===== src/vrc_regs.vh =====
// Register map and reset values of the voltage reference control block
`ifndef VRC_REGS_VH
`define VRC_REGS_VH

`define VRC_REF_CTRL_ADDR     8'hd1
`define VRC_REF_CTRL_RESET    8'h00
`define VRC_BIT_SRC_SEL       3
`define VRC_BIT_TEMP_EN       2
`define VRC_BIT_BIAS_EN       1
`define VRC_BIT_BUF_EN        0
`define VRC_WR_MASK           8'h0f

`endif


===== src/vrc_reference_control.v =====
// Reference control register and bias enable combining logic
`timescale 1ns/1ps
`default_nettype none
`include "vrc_regs.vh"

// Operation
// - Bit 3 picks the reference source: 0 the external pin, 1 the supply.
// - Bit 2 turns the temperature sensor on; at 0 it is off and its output floats.
// - The bias generator runs when bit 1 is set or the converter, sensor, oscillator or current DAC is enabled.
// - Bit 0 enables the reference output buffer that drives the reference pin.
// - Bits 7 to 4 read as zero and ignore writes.
// - An enabled current DAC keeps the bias on regardless of the manual bias bit.
module vrc_reference_control (
  // Clock and reset
  input  wire       clk_sys_i,
  input  wire       rst_i,
  // Special function register port
  input  wire [7:0] sfr_addr_i,
  input  wire       sfr_wr_i,
  input  wire [7:0] sfr_wdata_i,
  output wire [7:0] sfr_rdata_o,
  output wire       sfr_hit_o,
  // Enables of bias consumers
  input  wire       adc_enable_i,
  input  wire       osc_enable_i,
  input  wire       current_dac_enable_i,
  // Analog controls
  output wire       reference_source_select_o,
  output wire       temp_sensor_enable_o,
  output wire       temp_sensor_hiz_o,
  output wire       bias_generator_enable_o,
  output wire       reference_buffer_enable_o
);

  ////////////////////////////////////////////////////////////////////////////
  // Register geometry
  localparam integer      DATA_W      = 8;

  localparam integer      CTRL_W      = 4;

  localparam integer      CONS_W      = 5;

  // Register address, reset image and writable bits
  localparam [DATA_W-1:0] REG_ADDR    = `VRC_REF_CTRL_ADDR;

  localparam [DATA_W-1:0] RESET_VALUE = `VRC_REF_CTRL_RESET;

  localparam [DATA_W-1:0] WRITE_MASK  = `VRC_WR_MASK;

  // Field positions
  localparam integer      POS_SRC     = `VRC_BIT_SRC_SEL;

  localparam integer      POS_TEMP    = `VRC_BIT_TEMP_EN;

  localparam integer      POS_BIAS    = `VRC_BIT_BIAS_EN;

  localparam integer      POS_BUF     = `VRC_BIT_BUF_EN;

  // Slots of the bias consumer vector
  localparam integer      CONS_MANUAL = 0;

  localparam integer      CONS_ADC    = 1;

  localparam integer      CONS_TEMP   = 2;

  localparam integer      CONS_OSC    = 3;

  localparam integer      CONS_DAC    = 4;

  ////////////////////////////////////////////////////////////////////////////
  // Storage and decode
  reg  [CTRL_W-1:0] ctrl_q;

  wire [CTRL_W-1:0] ctrl_d;

  wire [CTRL_W-1:0] bit_wr_en_w;

  wire [CTRL_W-1:0] wdata_ctrl_w;

  wire              sel_w;

  wire              wr_hit_w;

  // Read path
  wire [DATA_W-1:0] rdata_raw_w;

  wire [DATA_W-1:0] rdata_w;

  // Field views
  wire              src_sel_w;

  wire              temp_en_w;

  wire              bias_manual_w;

  wire              buf_en_w;

  // Bias combining
  wire [CONS_W-1:0] consumer_w;

  wire              bias_any_w;

  genvar            gi;

  ////////////////////////////////////////////////////////////////////////////
  // Address decode
  assign sel_w = (sfr_addr_i == REG_ADDR);

  // Write only when this register is addressed
  assign wr_hit_w = sfr_wr_i & sel_w;

  // Only the low nibble carries control bits
  assign wdata_ctrl_w = sfr_wdata_i[CTRL_W-1:0];

  ////////////////////////////////////////////////////////////////////////////
  // Per-bit write enables and next values
  generate
    for (gi = 0; gi < CTRL_W; gi = gi + 1) begin : g_ctrl_bit

      // Bits outside the mask never load
      assign bit_wr_en_w[gi] = wr_hit_w & WRITE_MASK[gi];

      assign ctrl_d[gi] = bit_wr_en_w[gi] ? wdata_ctrl_w[gi] : ctrl_q[gi];

    end
  endgenerate

  ////////////////////////////////////////////////////////////////////////////
  // Control storage
  always @(posedge clk_sys_i or posedge rst_i) begin
    if (rst_i) begin
      ctrl_q <= RESET_VALUE[CTRL_W-1:0];
    end else begin
      ctrl_q <= ctrl_d;
    end
  end

  ////////////////////////////////////////////////////////////////////////////
  // Read data assembly
  generate
    for (gi = 0; gi < DATA_W; gi = gi + 1) begin : g_rd_bit

      if (gi < CTRL_W) begin : g_live
        assign rdata_raw_w[gi] = ctrl_q[gi];
      end else begin : g_unused
        // Unused positions always read zero
        assign rdata_raw_w[gi] = 1'b0;
      end

    end
  endgenerate

  assign rdata_w = rdata_raw_w & WRITE_MASK;

  // Other addresses read zero
  assign sfr_rdata_o = sel_w ?
                       rdata_w :
                       {DATA_W{1'b0}};

  assign sfr_hit_o = sel_w;

  ////////////////////////////////////////////////////////////////////////////
  // Field views of the register
  assign src_sel_w = ctrl_q[POS_SRC];

  assign temp_en_w = ctrl_q[POS_TEMP];

  assign bias_manual_w = ctrl_q[POS_BIAS];

  assign buf_en_w = ctrl_q[POS_BUF];

  ////////////////////////////////////////////////////////////////////////////
  // Reference source select, 1 picks the supply
  assign reference_source_select_o = src_sel_w;

  ////////////////////////////////////////////////////////////////////////////
  // Temperature sensor control
  assign temp_sensor_enable_o = temp_en_w;

  // Sensor output floats while it is off
  assign temp_sensor_hiz_o = ~temp_en_w;

  ////////////////////////////////////////////////////////////////////////////
  // Reference output buffer
  assign reference_buffer_enable_o = buf_en_w;

  ////////////////////////////////////////////////////////////////////////////
  // Bias consumers
  assign consumer_w[CONS_MANUAL] = bias_manual_w;

  assign consumer_w[CONS_ADC] = adc_enable_i;

  assign consumer_w[CONS_TEMP] = temp_en_w;

  assign consumer_w[CONS_OSC] = osc_enable_i;

  assign consumer_w[CONS_DAC] = current_dac_enable_i;

  // Any consumer forces the bias on
  assign bias_any_w = |consumer_w;

  assign bias_generator_enable_o = bias_any_w;

endmodule
`default_nettype wire


===== config.mk =====
export PLATFORM = sky130hd
export DESIGN_NAME = vrc_reference_control
export DESIGN_NICKNAME = d
export VERILOG_FILES = /design/src/vrc_reference_control.v
export VERILOG_INCLUDE_DIRS = /design/src /design/src/src
export SDC_FILE = /design/constraint.sdc
export NUM_CORES = 1
export LEC_CHECK = 0
export ABC_AREA = 0
export ABC_CLOCK_PERIOD_IN_PS = 1000
export BUFFER_PORTS_ARGS = -buffer_cell sky130_fd_sc_hd__buf_2
export CORE_AREA = 2 2 39 41
export DETAILED_ROUTE_END_ITERATION = 16
export DIE_AREA = 0 0 41 43
export MAX_ROUTING_LAYER = met4
export PLACE_DENSITY_LB_ADDON = 0.08
export SLEW_MARGIN = 15
export SYNTH_ARGS = -nofsm -noshare
export SYNTH_HDL_FRONTEND = slang
export SYNTH_SLANG_ARGS = --single-unit

===== constraint.sdc =====
create_clock -name clk_sys_i -period 1 [get_ports clk_sys_i]
set_clock_uncertainty 0.05 [all_clocks]
set_input_delay 0.15 -clock clk_sys_i [delete_from_list [all_inputs] [get_ports clk_sys_i]]
set_output_delay 0.15 -clock clk_sys_i [all_outputs]
set_load 0.02 [all_outputs]

==> impl_metrics.csv <==
group,metric,value,unit
timing,hold_slack,0.101,ns
die,coreArea,1380,sq um
layout,top_register,"ctrl_q",
timing,finalMaxSlewViolations,0,
cts,path_clk_slew,0.04,ns
drt,drc,0,
pwr,ir_drop,0.413,mV
job,drv_cap,0,
logic_synthesis,netlist_instances,26,
hold_path,hold_path_class,"in -> reg",
worst_setup_path,required,0.80,ns
layout,seq_area,100,sq um
layout,syn2layout_area_growth,117,%
logic_synthesis,ys_seq_elements,4,
timing,final-hold-violation-count,0,
logic_synthesis,synthAdderAreaFrac,0,
grt,antenna_found_initial,0,
cts,numCtsBuffers,3,
die,start_util,0.212,
placed_design,placed_area,445,sq um
logic_synthesis,synth-warning-count,0,
timing,setup_ws,-0.198,ns
layout,multi_input_area,193,sq um
grt,grt_pass1_wl,1.12,mm
placed_design,dpl.hpwl,559,um
layout,final-instance-count-excl-fill,79,
drt,vias,326,
grt,grt_max_degree,7,
cts,cts_root_buf,"clkbuf_4",
logic_synthesis,synth-simple-area-share,0.315,
drt,drt_iter0_markers,4,
die,die_w,41,um
placed_design,dp_cells,70,
layout,drive_gt1_frac,0.810,
logic_synthesis,synth-seq-area-share,0.340,
cts,clk_latency,0.23,ns
logic_synthesis,avgSynthCellArea,11.3,sq um
layout,n_fill_cell,147,
timing,rsz0062_at_grt,"yes",
logic_synthesis,syn_area,294,sq um
grt,track_usage,0.101,
logic_synthesis,netlist-cell-type-count,12,
cts,h-tree-depth,1,
placed_design,dp_slack,-0.224,ns
timing,post-route-min-period,1.20,ns
drt,via_per_inst,4.13,
layout,top_regs,"ctrl_q (4)",
worst_setup_path,worstPathMaxFanout,4,
status,violations,"negative setup slack",
logic_synthesis,synth_mux_area_frac,0.204,
layout,num_antenna_cells,0,
drt,drtPass1Iterations,2,
layout,largest_register_ffs,4,
timing,timing.fmax,0.835,GHz
layout,final_util,0.460,
die,die_y,43,um
pwr,power_density,820,nW/um^2
grt,grt_overflow_total,0,
die,ios,36,
timing,min_period_over_period,1.20,
worst_setup_path,crit_arrival,1.00,ns
grt,grt_pass1_vias,309,
logic_synthesis,synth_top_family_by_area,"simple AND/OR/NAND/NOR gates",
cts,cts_num_sinks,4,
die,dieArea,1760,sq um
placed_design,io_buffers,27,
cts,clockBufferDepth,2,
timing,setup_viol,14,
die,placementRows,14,
logic_synthesis,synth_xor_area_frac,0,
layout,design_area,637,sq um
worst_setup_path,crit_path_start_kind,"flip-flop",
status,status,"finished with violations",
layout,nNetsFinal,87,
cts,cts_tree,"built",
drt,final_antenna_net_count,0,
drt,wl_per_cell,9.57,um
worst_setup_path,worstSetupEndpointType,"output port",
worst_setup_path,worstSetupPathType,"reg -> out",
logic_synthesis,synth_compound_area_frac,0,
pwr,leakage,0.343,nW
placed_design,gp_congestion,0.634,
drt,drt-total-wl,756,um
-- power by group --
group	switching [mW]	internal, mW
clock network	0.0622	0.134
logic	0.0585	0.0898
registers	0.00688	0.171
-- cells in the final DEF, fill, tap and decap left out --
cell           netlist  final
nor3_2               0      1
buf_6                0     17
buf_2                0     14
and3_4               0      3
clkbuf_4             0      3
and4bb_4             0      2
buf_4                4      3
conb_1               1      4
nand2_1              1      1
dlygate4sd3_1        0      1
dfrtp_1              4      4
nand3_4              1      1
and3_2               4      1
inv_2                0      1
mux2_4               4      4
inv_1                2      1
and2_4               0      1
nor2_1               1      1
-- final cells by class --
class                      instances  share of cell area
timing repair buffer              35               0.462
multi-input combinational         19               0.303
sequential                         4               0.157
clock buffer                       3              0.0354
tap                               16              0.0314
inverter                           2              0.0118
-- what timing repair did --
item                                    CTS  global route
cloned                                    0             0
endpoints found under the setup margin    8            14
setup buffers                             6             0
gates resized for setup                  29             5
pin swaps                                 4             1
endpoints found under the hold margin     4             0
hold buffers                              1             0
-- critical path, stage by stage, from the launching register on --
cell and delay, ns:
dfrtp_1 0.40, nor3_2 0.16, nand2_1 0.08, buf_6 0.13
-- synth_stat cells, drive strengths merged --
cell / n / area, sq um
mux2: 4 / 60.1
and3: 4 / 30.0
dfrtp: 4 / 100
nor3: 1 / 5.00
nand2: 1 / 3.75
inv: 2 / 7.51
and4bb: 2 / 25.0
and2: 1 / 7.51
buf: 4 / 30.0
conb: 1 / 3.75
nor2: 1 / 3.75
nand3: 1 / 17.5
-- routing by layer --
metal	routed length, um	vias to the layer above	part of all wire	global-route usage
met3	92	2	0.12	0.0314
met5	0	-	0	-
met1	275	147	0.36	0.104
li1	-	157	-	-
met2	381	20	0.50	0.150
met4	6	0	0.0079	0.0800
-- final timing paths --
path / from / end / slack [ns] / cells after the start
setup / recovery: ctrl_q[2]$_DFFE_PP0P_ / bias_generator_enable_o / -0.20 / 3
hold reg to reg: ctrl_q[0]$_DFFE_PP0P_ / ctrl_q[0]$_DFFE_PP0P_ / 0.56 / 2
max in group asynchronous: rst_i / ctrl_q[2]$_DFFE_PP0P_ / 0.45 / 3
min in group asynchronous: rst_i / ctrl_q[0]$_DFFE_PP0P_ / 0.30 / 3
hold / removal: sfr_wdata_i[0] / ctrl_q[0]$_DFFE_PP0P_ / 0.10 / 2
setup reg to reg: ctrl_q[2]$_DFFE_PP0P_ / ctrl_q[2]$_DFFE_PP0P_ / 0.04 / 2
-- metrics by stage --
stage          power, mW  setup TNS (ns)
2_1_floorplan      0.240          -0.295
3_3_place_gp       0.280           -1.58
3_5_place_dp       0.279           -1.60
4_1_cts            0.526           -1.40
5_1_grt            0.549           -1.73
6_report           0.522           -1.30
-- cell families after synthesis --
logic type	after synthesis
buf+inv	6
simple gates	11
other cells	1
mux	4
flops	4
No activity file was read; power rests on OpenSTA's default activity.
